--- src/include/fchs_pkg.sv ---
// What this block does
// - high voltage on A9 selects identifier mode
// - identifier command mode; leave with read/reset
// - two unlocks then program code
// - next load within 30 us
// - chip erase six writes ending 10h
// - sector erase six writes ending 30h
// - unlock writes AAh@5555h then 55h@2AAAh
package fchs_pkg;
  localparam int CLK_NS = 10;
  localparam int T_WP_NS = 50;
  localparam int T_WPH_NS = 30;
  localparam int T_ACC_NS = 100;
  localparam int T_LOAD_GAP_US = 30;
  localparam int T_LOAD_END_US = 100;
  localparam int WP_CYC = (T_WP_NS + CLK_NS - 1) / CLK_NS;
  localparam int WPH_CYC = (T_WPH_NS + CLK_NS - 1) / CLK_NS;
  localparam int ACC_CYC = (T_ACC_NS + CLK_NS - 1) / CLK_NS;
  localparam int LOAD_GAP_CYC = (T_LOAD_GAP_US * 1000) / CLK_NS;
  localparam int LOAD_END_CYC = (T_LOAD_END_US * 1000 + CLK_NS - 1) / CLK_NS;
  // bus register byte offsets
  localparam logic [7:0] OFF_CTRL = 8'h00;
  localparam logic [7:0] OFF_CMD = 8'h04;
  localparam logic [7:0] OFF_ADDR = 8'h08;
  localparam logic [7:0] OFF_WDATA = 8'h0C;
  localparam logic [7:0] OFF_RDATA = 8'h10;
  localparam logic [7:0] OFF_STATUS = 8'h14;
  localparam logic [7:0] OFF_PBUF = 8'h18;
  localparam logic [7:0] OFF_PLEN = 8'h1C;
  localparam int CTRL_BYTE_BIT = 0;
  localparam int CTRL_HV_BIT = 1;
  localparam int STAT_BUSY_BIT = 0;
  localparam int STAT_READY_BIT = 1;
  localparam int STAT_SUSP_BIT = 2;
  localparam int DQ_READY_BIT = 7;
  localparam int DQ_SUSP_BIT = 6;
  // operations started by a write to CMD
  typedef enum logic [3:0] {
    OP_READ = 4'h0, OP_WRITE = 4'h1, OP_RESET = 4'h2, OP_IDREAD = 4'h3,
    OP_PROGRAM = 4'h4, OP_CHIPERASE = 4'h5, OP_SECTERASE = 4'h6,
    OP_SUSPEND = 4'h7, OP_STATUS = 4'h8
  } fchs_op_t;
  localparam logic [14:0] UNLOCK_ADDR1 = 15'h5555;
  localparam logic [14:0] UNLOCK_ADDR2 = 15'h2AAA;
  localparam logic [7:0] UNLOCK_DATA1 = 8'hAA;
  localparam logic [7:0] UNLOCK_DATA2 = 8'h55;
  localparam logic [7:0] CODE_RESET = 8'hF0;
  localparam logic [7:0] CODE_IDREAD = 8'h90;
  localparam logic [7:0] CODE_PROGRAM = 8'hA0;
  localparam logic [7:0] CODE_ERASE_SETUP = 8'h80;
  localparam logic [7:0] CODE_CHIP_ERASE = 8'h10;
  localparam logic [7:0] CODE_SECT_ERASE = 8'h30;
  localparam logic [7:0] CODE_SUSPEND = 8'hB0;
  localparam logic [7:0] CODE_STATUS = 8'h70;
  localparam logic [7:0] LAST_CMD_STEP = 8'h02;
  localparam logic [7:0] LAST_ERASE_STEP = 8'h05;
  localparam logic [7:0] FIRST_LOAD_STEP = 8'h03;
  localparam int PAGE_BYTES = 128;
  localparam int PAGE_WORDS = 64;
endpackage

--- src/hdl/fchs_host.sv ---
// Our own choices: register access over AHB-Lite and the register offsets.
`timescale 1ns/1ns
module fchs_host #(
  parameter int LOAD_END_CYC = fchs_pkg::LOAD_END_CYC
) (
  input  wire logic        core_clk,
  input  wire logic        srst,
  input  wire logic        hsel,
  input  wire logic [31:0] haddr,
  input  wire logic [1:0]  htrans,
  input  wire logic        hwrite,
  input  wire logic [2:0]  hsize,
  input  wire logic [31:0] hwdata,
  input  wire logic        hready,
  output logic             hreadyout,
  output logic [31:0]      hrdata,
  output logic             hresp,
  output logic             flashCeN,
  output logic             flashOeN,
  output logic             flashWeN,
  output logic             flashByteN,
  output logic             identifierHighVoltage,
  output logic [19:0]      flashAddr,
  input  wire logic [15:0] dqIn,
  output logic [15:0]      dqOut,
  output logic [15:0]      dqOeN
);
  typedef enum logic [5:0] {
    S_IDLE = 6'b000001, S_SETUP = 6'b000010, S_STROBE = 6'b000100,
    S_RECOV = 6'b001000, S_RDWAIT = 6'b010000, S_LOADEND = 6'b100000
  } fchs_state_t;

  logic [15:0] pbuf [0:fchs_pkg::PAGE_BYTES-1];
  logic        wrPend_r, wrPend_nxt;
  logic [7:0]  wrOff_r, wrOff_nxt;
  logic [31:0] hrdata_r, hrdata_nxt;
  logic [1:0]  ctrl_r, ctrl_nxt;
  logic [19:0] addrReg_r, addrReg_nxt;
  logic [15:0] wdata_r, wdata_nxt;
  logic [15:0] rdata_r, rdata_nxt;
  logic [7:0]  plen_r, plen_nxt;
  logic [6:0]  pidx_r, pidx_nxt;
  logic        bufWr;
  logic        addrPhase;
  fchs_state_t st_r, st_nxt;
  fchs_pkg::fchs_op_t op_r, op_nxt;
  logic [7:0]  step_r, step_nxt;
  logic [15:0] cnt_r, cnt_nxt;
  logic        byteMode_r, byteMode_nxt;
  logic        ceN_r, ceN_nxt, oeN_r, oeN_nxt, weN_r, weN_nxt;
  logic [19:0] fa_r, fa_nxt;
  logic [15:0] dqo_r, dqo_nxt, dqoe_r, dqoe_nxt;
  logic [7:0]  lastStep;
  logic [19:0] stepAddr;
  logic [15:0] stepData;
  logic [6:0]  ldIdx;
  logic        isRead;

  // zero wait state slave, always OKAY
  assign hreadyout = 1'b1;
  assign hresp = 1'b0;
  assign hrdata = hrdata_r;
  assign addrPhase = hsel & htrans[1] & hready;

  always_comb begin
    wrPend_nxt = addrPhase & hwrite;
    wrOff_nxt = addrPhase ? haddr[7:0] : wrOff_r;
    hrdata_nxt = hrdata_r;
    ctrl_nxt = ctrl_r;
    addrReg_nxt = addrReg_r;
    wdata_nxt = wdata_r;
    plen_nxt = plen_r;
    pidx_nxt = pidx_r;
    bufWr = 1'b0;
    if (addrPhase && !hwrite) begin
      unique case (haddr[7:0])
        fchs_pkg::OFF_CTRL:   hrdata_nxt = {30'h0000_0000, ctrl_r};
        fchs_pkg::OFF_ADDR:   hrdata_nxt = {12'h000, addrReg_r};
        fchs_pkg::OFF_WDATA:  hrdata_nxt = {16'h0000, wdata_r};
        fchs_pkg::OFF_RDATA:  hrdata_nxt = {16'h0000, rdata_r};
        fchs_pkg::OFF_STATUS: hrdata_nxt = {29'h0000_0000, rdata_r[fchs_pkg::DQ_SUSP_BIT],
                                            rdata_r[fchs_pkg::DQ_READY_BIT], st_r != S_IDLE};
        fchs_pkg::OFF_PLEN:   hrdata_nxt = {24'h00_0000, plen_r};
        default:              hrdata_nxt = 32'h0000_0000;
      endcase
    end
    if (wrPend_r) begin
      unique case (wrOff_r)
        fchs_pkg::OFF_CTRL:  ctrl_nxt = hwdata[1:0];
        fchs_pkg::OFF_ADDR:  addrReg_nxt = hwdata[19:0];
        fchs_pkg::OFF_WDATA: wdata_nxt = hwdata[15:0];
        fchs_pkg::OFF_PLEN: begin
          plen_nxt = hwdata[7:0];
          pidx_nxt = 7'h00;
        end
        fchs_pkg::OFF_PBUF: begin
          bufWr = 1'b1;
          pidx_nxt = pidx_r + 7'h01;
        end
        default: ;
      endcase
    end
  end

  always_ff @(posedge core_clk) begin
    if (srst) begin
      wrPend_r <= 1'b0;
      wrOff_r <= 8'h00;
      hrdata_r <= 32'h0000_0000;
      ctrl_r <= 2'h0;
      addrReg_r <= 20'h0_0000;
      wdata_r <= 16'h0000;
      plen_r <= 8'h00;
      pidx_r <= 7'h00;
    end else begin
      wrPend_r <= wrPend_nxt;
      wrOff_r <= wrOff_nxt;
      hrdata_r <= hrdata_nxt;
      ctrl_r <= ctrl_nxt;
      addrReg_r <= addrReg_nxt;
      wdata_r <= wdata_nxt;
      plen_r <= plen_nxt;
      pidx_r <= pidx_nxt;
    end
    if (bufWr) begin
      pbuf[pidx_r] <= hwdata[15:0];
    end
  end

  // step table: unlock pair, command, optional second unlock and final code
  always_comb begin
    ldIdx = 7'(step_r - fchs_pkg::FIRST_LOAD_STEP);
    stepAddr = 20'h0_0000;
    stepData = 16'h0000;
    isRead = (op_r == fchs_pkg::OP_READ);
    unique case (op_r)
      fchs_pkg::OP_READ, fchs_pkg::OP_WRITE: lastStep = 8'h00;
      fchs_pkg::OP_PROGRAM: lastStep = 8'(fchs_pkg::LAST_CMD_STEP + plen_r);
      fchs_pkg::OP_CHIPERASE, fchs_pkg::OP_SECTERASE: lastStep = fchs_pkg::LAST_ERASE_STEP;
      default: lastStep = fchs_pkg::LAST_CMD_STEP;
    endcase
    if (op_r == fchs_pkg::OP_READ || op_r == fchs_pkg::OP_WRITE) begin
      stepAddr = addrReg_r;
      stepData = wdata_r;
    end else if (step_r == 8'h00 || step_r == 8'h03 && op_r != fchs_pkg::OP_PROGRAM) begin
      stepAddr = {5'h00, fchs_pkg::UNLOCK_ADDR1};
      stepData = {8'h00, fchs_pkg::UNLOCK_DATA1};
    end else if (step_r == 8'h01 || step_r == 8'h04 && op_r != fchs_pkg::OP_PROGRAM) begin
      stepAddr = {5'h00, fchs_pkg::UNLOCK_ADDR2};
      stepData = {8'h00, fchs_pkg::UNLOCK_DATA2};
    end else if (step_r == fchs_pkg::LAST_CMD_STEP) begin
      stepAddr = {5'h00, fchs_pkg::UNLOCK_ADDR1};
      unique case (op_r)
        fchs_pkg::OP_RESET:   stepData = {8'h00, fchs_pkg::CODE_RESET};
        fchs_pkg::OP_IDREAD:  stepData = {8'h00, fchs_pkg::CODE_IDREAD};
        fchs_pkg::OP_PROGRAM: stepData = {8'h00, fchs_pkg::CODE_PROGRAM};
        fchs_pkg::OP_SUSPEND: stepData = {8'h00, fchs_pkg::CODE_SUSPEND};
        fchs_pkg::OP_STATUS:  stepData = {8'h00, fchs_pkg::CODE_STATUS};
        default:              stepData = {8'h00, fchs_pkg::CODE_ERASE_SETUP};
      endcase
    end else if (op_r == fchs_pkg::OP_PROGRAM) begin
      // page base plus offset, A-1 rides on dq15 in byte mode
      stepAddr = byteMode_r ? {addrReg_r[19:6], ldIdx[6:1]} : {addrReg_r[19:6], ldIdx[5:0]};
      stepData = pbuf[ldIdx];
    end else if (op_r == fchs_pkg::OP_SECTERASE) begin
      stepAddr = {addrReg_r[19:15], 15'h0000};
      stepData = {8'h00, fchs_pkg::CODE_SECT_ERASE};
    end else begin
      stepAddr = {5'h00, fchs_pkg::UNLOCK_ADDR1};
      stepData = {8'h00, fchs_pkg::CODE_CHIP_ERASE};
    end
  end

  always_comb begin
    st_nxt = st_r;
    op_nxt = op_r;
    step_nxt = step_r;
    cnt_nxt = cnt_r;
    byteMode_nxt = byteMode_r;
    rdata_nxt = rdata_r;
    ceN_nxt = ceN_r;
    oeN_nxt = oeN_r;
    weN_nxt = weN_r;
    fa_nxt = fa_r;
    dqo_nxt = dqo_r;
    dqoe_nxt = dqoe_r;
    unique case (st_r)
      S_IDLE: begin
        // commands written while busy are dropped
        // only reads start while the identifier voltage is on
        if (wrPend_r && wrOff_r == fchs_pkg::OFF_CMD
            && (!ctrl_r[fchs_pkg::CTRL_HV_BIT] || hwdata[3:0] == 4'(fchs_pkg::OP_READ))) begin
          op_nxt = fchs_pkg::fchs_op_t'(hwdata[3:0]);
          // width held stable for the whole sequence
          byteMode_nxt = ctrl_r[fchs_pkg::CTRL_BYTE_BIT];
          step_nxt = 8'h00;
          st_nxt = S_SETUP;
        end
      end
      S_SETUP: begin
        fa_nxt = stepAddr;
        ceN_nxt = 1'b0;
        cnt_nxt = 16'h0000;
        if (isRead) begin
          oeN_nxt = 1'b0;
          dqoe_nxt = {~byteMode_r, 15'h7FFF};
          dqo_nxt = {addrReg_r[0], 15'h0000};
          st_nxt = S_RDWAIT;
        end else begin
          // address and data launch with the strobe edge
          weN_nxt = 1'b0;
          dqo_nxt = byteMode_r ? {ldIdx[0] & (op_r == fchs_pkg::OP_PROGRAM), 7'h00, stepData[7:0]}
                               : stepData;
          dqoe_nxt = byteMode_r ? 16'h7F00 : 16'h0000;
          st_nxt = S_STROBE;
        end
      end
      S_STROBE: begin
        cnt_nxt = cnt_r + 16'h0001;
        if (cnt_r == 16'(fchs_pkg::WP_CYC - 1)) begin
          weN_nxt = 1'b1;
          ceN_nxt = 1'b1;
          cnt_nxt = 16'h0000;
          st_nxt = S_RECOV;
        end
      end
      S_RDWAIT: begin
        cnt_nxt = cnt_r + 16'h0001;
        if (cnt_r == 16'(fchs_pkg::ACC_CYC - 1)) begin
          rdata_nxt = byteMode_r ? {8'h00, dqIn[7:0]} : dqIn;
          ceN_nxt = 1'b1;
          oeN_nxt = 1'b1;
          cnt_nxt = 16'h0000;
          st_nxt = S_RECOV;
        end
      end
      // short recovery keeps loads close together
      S_RECOV: begin
        cnt_nxt = cnt_r + 16'h0001;
        dqoe_nxt = 16'hFFFF;
        if (cnt_r == 16'(fchs_pkg::WPH_CYC - 1)) begin
          cnt_nxt = 16'h0000;
          step_nxt = step_r + 8'h01;
          if (step_r != lastStep) begin
            st_nxt = S_SETUP;
          end else if (op_r == fchs_pkg::OP_PROGRAM) begin
            st_nxt = S_LOADEND;
          end else begin
            st_nxt = S_IDLE;
          end
        end
      end
      S_LOADEND: begin
        // no strobe until the device closes the load period
        cnt_nxt = cnt_r + 16'h0001;
        if (cnt_r == 16'(LOAD_END_CYC)) begin
          st_nxt = S_IDLE;
        end
      end
      default: st_nxt = S_IDLE;
    endcase
  end

  always_ff @(posedge core_clk) begin
    if (srst) begin
      st_r <= S_IDLE;
      op_r <= fchs_pkg::OP_READ;
      step_r <= 8'h00;
      cnt_r <= 16'h0000;
      byteMode_r <= 1'b0;
      rdata_r <= 16'h0000;
      ceN_r <= 1'b1;
      oeN_r <= 1'b1;
      weN_r <= 1'b1;
      fa_r <= 20'h0_0000;
      dqo_r <= 16'h0000;
      dqoe_r <= 16'hFFFF;
    end else begin
      st_r <= st_nxt;
      op_r <= op_nxt;
      step_r <= step_nxt;
      cnt_r <= cnt_nxt;
      byteMode_r <= byteMode_nxt;
      rdata_r <= rdata_nxt;
      ceN_r <= ceN_nxt;
      oeN_r <= oeN_nxt;
      weN_r <= weN_nxt;
      fa_r <= fa_nxt;
      dqo_r <= dqo_nxt;
      dqoe_r <= dqoe_nxt;
    end
  end

  assign flashCeN = ceN_r;
  assign flashOeN = oeN_r;
  assign flashWeN = weN_r;
  assign flashAddr = fa_r;
  assign dqOut = dqo_r;
  assign dqOeN = dqoe_r;
  assign flashByteN = ~byteMode_r;
  // high voltage on A9 only from the control bit
  assign identifierHighVoltage = ctrl_r[fchs_pkg::CTRL_HV_BIT];

  // load spacing watch, only read by an assertion
  logic [15:0] gap_r;
  always_ff @(posedge core_clk) begin
    // only the strobe-high span between two loads counts
    if (srst || !(st_r == S_RECOV || st_r == S_SETUP) || op_r != fchs_pkg::OP_PROGRAM
        || step_r < fchs_pkg::FIRST_LOAD_STEP) begin
      gap_r <= 16'h0000;
    end else begin
      gap_r <= gap_r + 16'h0001;
    end
  end

  a_hv_no_write: assert property (@(posedge core_clk) disable iff (srst)
    identifierHighVoltage |-> flashWeN) else $error("write strobe under identifier voltage");
  a_unlock_first: assert property (@(posedge core_clk) disable iff (srst)
    $fell(flashWeN) && step_r == 8'h00 && op_r > fchs_pkg::OP_WRITE
    |-> flashAddr[14:0] == 15'h5555 && dqOut[7:0] == 8'hAA) else $error("bad first unlock");
  a_unlock_second: assert property (@(posedge core_clk) disable iff (srst)
    $fell(flashWeN) && step_r == 8'h01 && op_r > fchs_pkg::OP_WRITE
    |-> flashAddr[14:0] == 15'h2AAA && dqOut[7:0] == 8'h55) else $error("bad second unlock");
  a_prog_code: assert property (@(posedge core_clk) disable iff (srst)
    $fell(flashWeN) && step_r == 8'h02 && op_r == fchs_pkg::OP_PROGRAM |-> dqOut[7:0] == 8'hA0)
    else $error("bad program code");
  a_chip_final: assert property (@(posedge core_clk) disable iff (srst)
    $fell(flashWeN) && step_r == 8'h05 && op_r == fchs_pkg::OP_CHIPERASE |-> dqOut[7:0] == 8'h10)
    else $error("bad chip erase code");
  a_sect_final: assert property (@(posedge core_clk) disable iff (srst)
    $fell(flashWeN) && step_r == 8'h05 && op_r == fchs_pkg::OP_SECTERASE
    |-> dqOut[7:0] == 8'h30 && flashAddr[19:15] == addrReg_r[19:15]) else $error("bad sector erase");
  a_id_code: assert property (@(posedge core_clk) disable iff (srst)
    $fell(flashWeN) && step_r == 8'h02 && op_r == fchs_pkg::OP_IDREAD |-> dqOut[7:0] == 8'h90)
    else $error("bad identifier code");
  a_load_gap: assert property (@(posedge core_clk) disable iff (srst)
    gap_r < 16'(fchs_pkg::LOAD_GAP_CYC)) else $error("load spacing over limit");
  a_strobe_width: assert property (@(posedge core_clk) disable iff (srst)
    $fell(flashWeN) |-> !flashWeN[*5] ##1 flashWeN) else $error("strobe width wrong");
  a_load_close: assert property (@(posedge core_clk) disable iff (srst)
    st_r == S_LOADEND |-> flashWeN && flashCeN) else $error("strobe during load close");

  c_program: cover property (@(posedge core_clk) st_r == S_LOADEND ##1 st_r == S_IDLE);
  c_sect_erase: cover property (@(posedge core_clk) op_r == fchs_pkg::OP_SECTERASE && step_r == 8'h05);
  c_read: cover property (@(posedge core_clk) st_r == S_RDWAIT ##1 st_r == S_RECOV);
endmodule

--- config.mk ---
export PLATFORM = sky130hd
export DESIGN_NAME = fchs_host
export DESIGN_NICKNAME = d
export VERILOG_FILES = /design/src/include/fchs_pkg.sv /design/src/hdl/fchs_host.sv
export SDC_FILE = /design/constraint.sdc
export NUM_CORES = 2
export LEC_CHECK = 0
export BUFFER_PORTS_ARGS = -buffer_cell sky130_fd_sc_hd__buf_2
export CORE_ASPECT_RATIO = 0.6
export CORE_MARGIN = 2
export CORE_UTILIZATION = 50
export CTS_CLUSTER_SIZE = 8
export DETAILED_ROUTE_END_ITERATION = 6
export PLACE_DENSITY_LB_ADDON = 0.1
export SYNTH_ARGS = -nofsm -noshare
export SYNTH_HDL_FRONTEND = slang
export SYNTH_SLANG_ARGS = --single-unit
--- constraint.sdc ---
create_clock -name core_clk -period 11.5 [get_ports core_clk]
set_input_delay 0.575 -clock core_clk [delete_from_list [all_inputs] [get_ports core_clk]]
set_output_delay 0.575 -clock core_clk [all_outputs]
set_load 0.05 [all_outputs]
Yosys cells after proc, flatten, opt, wreduce, memory -nomap -nowiden:

Memories as Yosys holds them, arrays and structs flattened.
Cells that the tools add are included.

* equal/unequal tests: 42
* bitwise gates (word level): 5
* multiplexer cells: 50
* reductions and logical operators: 37
* $add $sub $neg: 5

Operator list (count)
* 2-to-1 mux 16 bit: 12
* 2-to-1 mux 20 bit: 6
* one-hot mux 20 bit (6 select lines): 1
* one-hot mux 16 bit (5 select lines): 1
* 2-to-1 mux 6 bit: 9
* == test 8 x 5 -> 1 bit, second input constant: 5
* one-hot mux 8 bit (5 select lines): 1
* one-hot mux 6 bit (6 select lines): 1
* == test 8 x 4 -> 1 bit, second input constant: 4
* one-hot mux 16 bit (2 select lines): 1
* logical NOT 8 bit: 3
* one-hot mux 8 bit (3 select lines): 1
* adder 16 x 1 -> 16 bit, second input constant: 1
* == test 16 x 14 -> 1 bit, second input constant: 1
* == test 16 x 2 -> 1 bit, second input constant: 1
* == test 16 x 3 -> 1 bit, second input constant: 1
* == test 16 x 4 -> 1 bit, second input constant: 1
* == test 4 x 3 -> 1 bit, second input constant: 4
* == test 8 x 2 -> 1 bit, second input constant: 2
* == test 8 x 3 -> 1 bit, second input constant: 2
* 2-to-1 mux 8 bit: 2
* one-hot mux 8 bit (2 select lines): 1
* 2-to-1 mux 15 bit: 1
* != test 2 bit, second input constant: 7
* other kinds (35): 70

* flip-flop bits (word level): 200
* input bits: 90
* output and inout bits: 91
* RAM bits: 2048
* memories: 1

Memories
* pbuf: words 128, bits a word 16, rd ports 1, clocked after Yosys merged registers in 0, wr ports 1, line fchs_host.sv:33 `logic [15:0] pbuf [0:fchs_pkg::PAGE_BYTES-1];`

Longest topological paths before layout:

* depth in word-level cells: 9
* depth in mapped cells: 17
* gate-level depth less buffers: 9

Least setup slack after synthesis:

No wires, ideal clock.

* path type: flip-flop to flip-flop
* start: reg step_r[0]
* end: reg dqo_r[1], in the netlist dqOut[1]
* data required time: 11.380 ns
* stages on the path, launching flop included: 18
* setup slack: 6.970 ns
* library setup time: 0.120 ns
* path buffers: 9
* period minus slack after synthesis: 4.530 ns
* data arrival time: 4.410 ns
* cell sequence: dfxtp_1 > buf_2 > buf_2 > buf_2 > buf_2 > buf_2 > inv_1 > ha_1 > clkbuf_1 > clkbuf_1 > clkbuf_1 > clkbuf_1 > mux4_2 > mux2i_1 > a2bb2oi_1 > a22oi_1 > a31oi_1 > a211o_1

* cells in the longest elaborated chain, start to end: 9

RTL lines
* start, declared: line fchs_host.sv:47 `logic [7:0] step_r, step_nxt;`
* start signal, assigned: line fchs_host.sv:281 `step_r <= step_nxt;`
* subtractor 7 x 2 -> 7 bit: line fchs_host.sv:132 `ldIdx = 7'(step_r - fchs_pkg::FIRST_LOAD_STEP);`
* memory read (128 x 16 bit)
* 2-to-1 mux 16 bit: line fchs_host.sv:161 `end else if (op_r == fchs_pkg::OP_PROGRAM) begin`
* 2-to-1 mux 16 bit: line fchs_host.sv:151 `end else if (step_r == fchs_pkg::LAST_CMD_STEP) begin`
* 2-to-1 mux 16 bit: line fchs_host.sv:148 `end else if (step_r == 8'h01 || step_r == 8'h04 && op_r != fchs_pkg::OP_PROGRAM) begin`
* 2-to-1 mux 16 bit *: line fchs_host.sv:145 `end else if (step_r == 8'h00 || step_r == 8'h03 && op_r != fchs_pkg::OP_PROGRAM) begin`
* 2-to-1 mux 16 bit *: line fchs_host.sv:142 `if (op_r == fchs_pkg::OP_READ || op_r == fchs_pkg::OP_WRITE) begin`
* 2-to-1 mux 16 bit *: line fchs_host.sv:212 `dqo_nxt = byteMode_r ? {ldIdx[0] & (op_r == fchs_pkg::OP_PROGRAM), 7'h00, stepData[7:0]}`
* 2-to-1 mux 16 bit *: line fchs_host.sv:204 `if (isRead) begin`
* end signal, assigned: line fchs_host.sv:289 `dqo_r <= dqo_nxt;`
* end, declared: line fchs_host.sv:52 `logic [15:0] dqo_r, dqo_nxt, dqoe_r, dqoe_nxt;`

Mark *: on every way between the ends. The rest lies on a longest branch, timed or not.
A chain may end at the register's enable or synchronous reset.

Worst setup path after layout:

* start: reg step_r[0]
* end: reg dqo_r[0], in the netlist dqOut[0]

The elaborated chain is that of the path after synthesis.

==> summary.md <==
- largest voltage drop on the vdd net: 0.125 mV
- number of max-capacitance violations reported: 0
- clock buffers created by TritonCTS: 319
- Startpoint Class: flip-flop
- RSZ-0062 raised after global routing: no
- cell leakage power: 31.9 nW
- 1st-iter DRT viols: 7035
- number of DRC violations after detailed routing: 2
- final std cells w/o fill: 7457
- data required time of the critical path: 12180 ps
- Max Clock Skew: 40.4 ps
- post-route total power: 0.0173 W
- count of unique library cells instantiated by Yosys: 73
- Min-Delay Path Class: in -> reg
- GP Congestion: 0.908
- endpoint arrival time on the critical path: 6510 ps
- Total Die Area: 178000 um^2
- Most used DFF post-synth: sky130_fd_sc_hd__edfxtp_1
- fraction of final layout cells with drive strength greater than 1: 0.248
- Fill cells: 12900
- buffer type at the clock tree root: sky130_fd_sc_hd__clkbuf_16
- cell depth of the worst min-delay path: 3
- failing checks: DRC
- Tot GR Track Use: 0.271
- share of synthesized area occupied by flip-flops and latches: 0.744
- dominant cell type by area after synthesis: sky130_fd_sc_hd__edfxtp_1
- die span in x: 544 um
- boundary pin count: 181
- Power per Cell Area: 173 nW/um^2
- status: finished, violations left
- wire length per cell after detailed routing: 32.3 um
- total length of routed wires: 241000 um
- number of enable-type register cells in the synthesized netlist: 2048
- total placed cells including tap cells: 7050
- pin count of the biggest net entering global routing: 112
- period utilisation layout: 0.507
- Overflow after GRT: 0
- Vias: 47600
- worst-case clock buffer depth: 4
- fraction of synthesized cell area taken by the top area cell type: 0.704
- die height: 328 um
- max-slew violation total from the final report: 0
- worst hold slack: 46.9 ps
- Floorplan Core Area: 173000 um^2
- Resized cells post-CTS: 0
- layout overhead on the synthesized area: 14.7%
- net count of the finished layout: 5148
- Clock Latency Late Sink: 830 ps
- transition time at the pin with the least slew margin: 1270 ps
- Final setup viols: 0
- global-route wire length before repair: 342000 um
- number of antenna violations at the first check in global routing: 10
- number of synthesized register bits: 2223
- placed wire-length estimate: 144000 um
- effective utilization at floorplan: 0.505
- area of the mapped netlist: 87400 um^2
- Syn Area/Cell: 18.8 um^2
- instance count of the mapped netlist: 4652
- detailed-route vias per instance: 6.38
- CTS clk-pin slew, worst paths: 60 ps
- time the final worst path needs with I/O delays and setup: 5830 ps
- Detail Route Antenna Nets: 0
- Rel. slew slack: 0.149
- # clock sinks: 2223
- number of rows created at floorplan: 118
- maximum clock frequency: 0.171 GHz
- fraction of synthesis flops using an asynchronous set or reset pin: 0
- cell count of the worst reg-to-reg path: 10
- critical path class: reg -> reg
- vias in the first global route: 45500
- CTS tree: done
- Max Fanout on Critical Path: 33
- capturing element type of the critical path: flip-flop
- count of TritonRoute iterations in the first routing pass: 7
- H-tree level count: 5
- top post-synthesis cells by area: sky130_fd_sc_hd__edfxtp_1, sky130_fd_sc_hd__mux4_2, sky130_fd_sc_hd__dfxtp_1
- sum of negative setup slack: 0 ps
- Final Hold Viols: 0
- count of input and output buffers: 126
- Warnings, synthesis: 0
Yosys cell counts (13+ instances only):
master                      instances
sky130_fd_sc_hd__edfxtp_1        2048
sky130_fd_sc_hd__a2bb2oi_1         16
sky130_fd_sc_hd__mux4_2           557
sky130_fd_sc_hd__a21o_1            13
sky130_fd_sc_hd__buf_1             18
sky130_fd_sc_hd__o21ai_0           47
sky130_fd_sc_hd__dfxtp_1          175
sky130_fd_sc_hd__clkbuf_1         180
sky130_fd_sc_hd__a22oi_1           25
sky130_fd_sc_hd__nor3_1            37
sky130_fd_sc_hd__o22ai_1           18
sky130_fd_sc_hd__buf_4             27
sky130_fd_sc_hd__xor2_1            15
sky130_fd_sc_hd__nand3_1          159
sky130_fd_sc_hd__a21oi_1          104
sky130_fd_sc_hd__mux2i_1           85
sky130_fd_sc_hd__a31oi_1           31
sky130_fd_sc_hd__a222oi_1          13
sky130_fd_sc_hd__o211ai_1          18
sky130_fd_sc_hd__nand4_1           14
sky130_fd_sc_hd__and3_1            16
sky130_fd_sc_hd__nor2_1           361
sky130_fd_sc_hd__nand2_1          378
sky130_fd_sc_hd__or3_1             17
sky130_fd_sc_hd__buf_2             66
sky130_fd_sc_hd__a32oi_1           13
sky130_fd_sc_hd__xnor2_1           15
timing repair:
| item | in CTS | in global routing |
|---|---|---|
| buffers inserted | 0 | 0 |
| hold buffers | 17 | 0 |
| endpoints found under the hold margin | 17 | 0 |
final cells by class:
| class | instances | area (um^2) | share of cell area |
|---|---|---|---|
| inverter | 10 | 37.5 | 0.000375 |
| clock buffer | 370 | 8280 | 0.0826 |
| sequential | 2223 | 65000 | 0.649 |
| clock inverter | 16 | 226 | 0.00226 |
| multi-input combinational | 2138 | 21200 | 0.211 |
| timing repair buffer | 356 | 2530 | 0.0252 |
| tap | 2340 | 2930 | 0.0292 |
| antenna | 4 | 10.0 | 0.0000999 |
kinds of logic (layout without fill, tap and decap cells):
group,Yosys count,count (layout),synth area share
AO/OA/AOI/OAI,376,376,0.0290
buffers and inverters,303,752,0.0153
adder cells (fa/ha/maj),10,10,0.00143
flip-flops,2223,2223,0.744
AND/OR/NAND/NOR,1062,1062,0.0529
multiplexers,644,644,0.154
XOR/XNOR,32,32,0.00345
other,2,18,0.0000860
worst max-delay path: stages, from the launching register on:
cell	delay [ps]
sky130_fd_sc_hd__dfxtp_4	660
sky130_fd_sc_hd__buf_4	580
sky130_fd_sc_hd__buf_4	630
sky130_fd_sc_hd__buf_4	680
sky130_fd_sc_hd__buf_4	690
sky130_fd_sc_hd__mux4_2	600
sky130_fd_sc_hd__mux4_2	540
sky130_fd_sc_hd__nor2_1	200
sky130_fd_sc_hd__a31oi_1	80
sky130_fd_sc_hd__a22oi_1	690
sky130_fd_sc_hd__a31oi_1	160
path summary, 6_finish.rpt:
check / startpoint / end / slack, ps
worst max-delay path: step_r[0]$_SDFFE_PP0P_ / dqOut[0]$_SDFFE_PP0P_ / 5670
worst min-delay path: dqIn[10] / rdata_r[10]$_SDFFE_PP0P_ / 50
worst max register to register: step_r[0]$_SDFFE_PP0P_ / dqOut[0]$_SDFFE_PP0P_ / 5670
worst min register to register: hrdata[17]$_SDFFE_PP0P_ / hrdata[17]$_SDFFE_PP0P_ / 450
sequential cells by signal, summed over array words and instances (netlist names):
name        flops
pbuf         2048
addrReg_r      20
flashAddr      20
hrdata         20
cnt_r          16
dqOut          16
rdata_r        16
wdata_r        16
plen_r          8
step_r          8
wrOff_r         8
pidx_r          7
st_r            6
op_r            4
dqOeN           3
ctrl_r          2
byteMode_r      1
flashCeN        1
flashOeN        1
flashWeN        1
wrPend_r        1
placed cells by master, fill, tap and decap left out, types with 10 or more instances in the layout:
master                          count
sky130_fd_sc_hd__a21o_1            13
sky130_fd_sc_hd__a21oi_1          104
sky130_fd_sc_hd__a222oi_1          13
sky130_fd_sc_hd__a22oi_1           25
sky130_fd_sc_hd__a2bb2oi_1         16
sky130_fd_sc_hd__a31oi_1           31
sky130_fd_sc_hd__a32oi_1           13
sky130_fd_sc_hd__and3_1            16
sky130_fd_sc_hd__buf_2            109
sky130_fd_sc_hd__buf_4            223
sky130_fd_sc_hd__clkbuf_1          46
sky130_fd_sc_hd__clkbuf_16        324
sky130_fd_sc_hd__conb_1            14
sky130_fd_sc_hd__dfxtp_1          173
sky130_fd_sc_hd__dlygate4sd3_1     17
sky130_fd_sc_hd__edfxtp_1        2048
sky130_fd_sc_hd__mux2i_1           85
sky130_fd_sc_hd__mux4_2           557
sky130_fd_sc_hd__nand2_1          376
sky130_fd_sc_hd__nand3_1          159
sky130_fd_sc_hd__nand3b_1          10
sky130_fd_sc_hd__nand4_1           14
sky130_fd_sc_hd__nor2_1           355
sky130_fd_sc_hd__nor2b_1           11
sky130_fd_sc_hd__nor3_1            37
sky130_fd_sc_hd__o211ai_1          18
sky130_fd_sc_hd__o21ai_0           47
sky130_fd_sc_hd__o22ai_1           18
sky130_fd_sc_hd__or3_1             17
sky130_fd_sc_hd__xnor2_1           12
sky130_fd_sc_hd__xor2_1            13
through the flow:
step	setup WS, ps	util	instance area (um^2)
final	5670	0.579	100000
after global routing	5250	0.579	100000
after CTS	5540	0.579	100000
after detailed placement	5570	0.529	91500
after global placement	5550	0.529	91500
after floorplan	6970	-	87400
report_power, final:
group	switching [W]	leakage (nW)	internal [W]	total, W
Sequential	0.00000432	19.8	0.00884	0.00885
Clock	0.00323	4.15	0.00500	0.00823
Combinational	0.000199	7.96	0.0000289	0.000228
Total	0.00343	31.9	0.0139	0.0173
per-layer routing:
layer	wire, um	global-route usage	vias to the layer above
met5	12	0	-
met3	26500	0.0630	302
met2	100000	0.363	2568
met1	110000	0.449	25200
li1	-	-	19500
met4	4870	0.0608	2
Note: power is estimated with default switching activity, not from simulation.
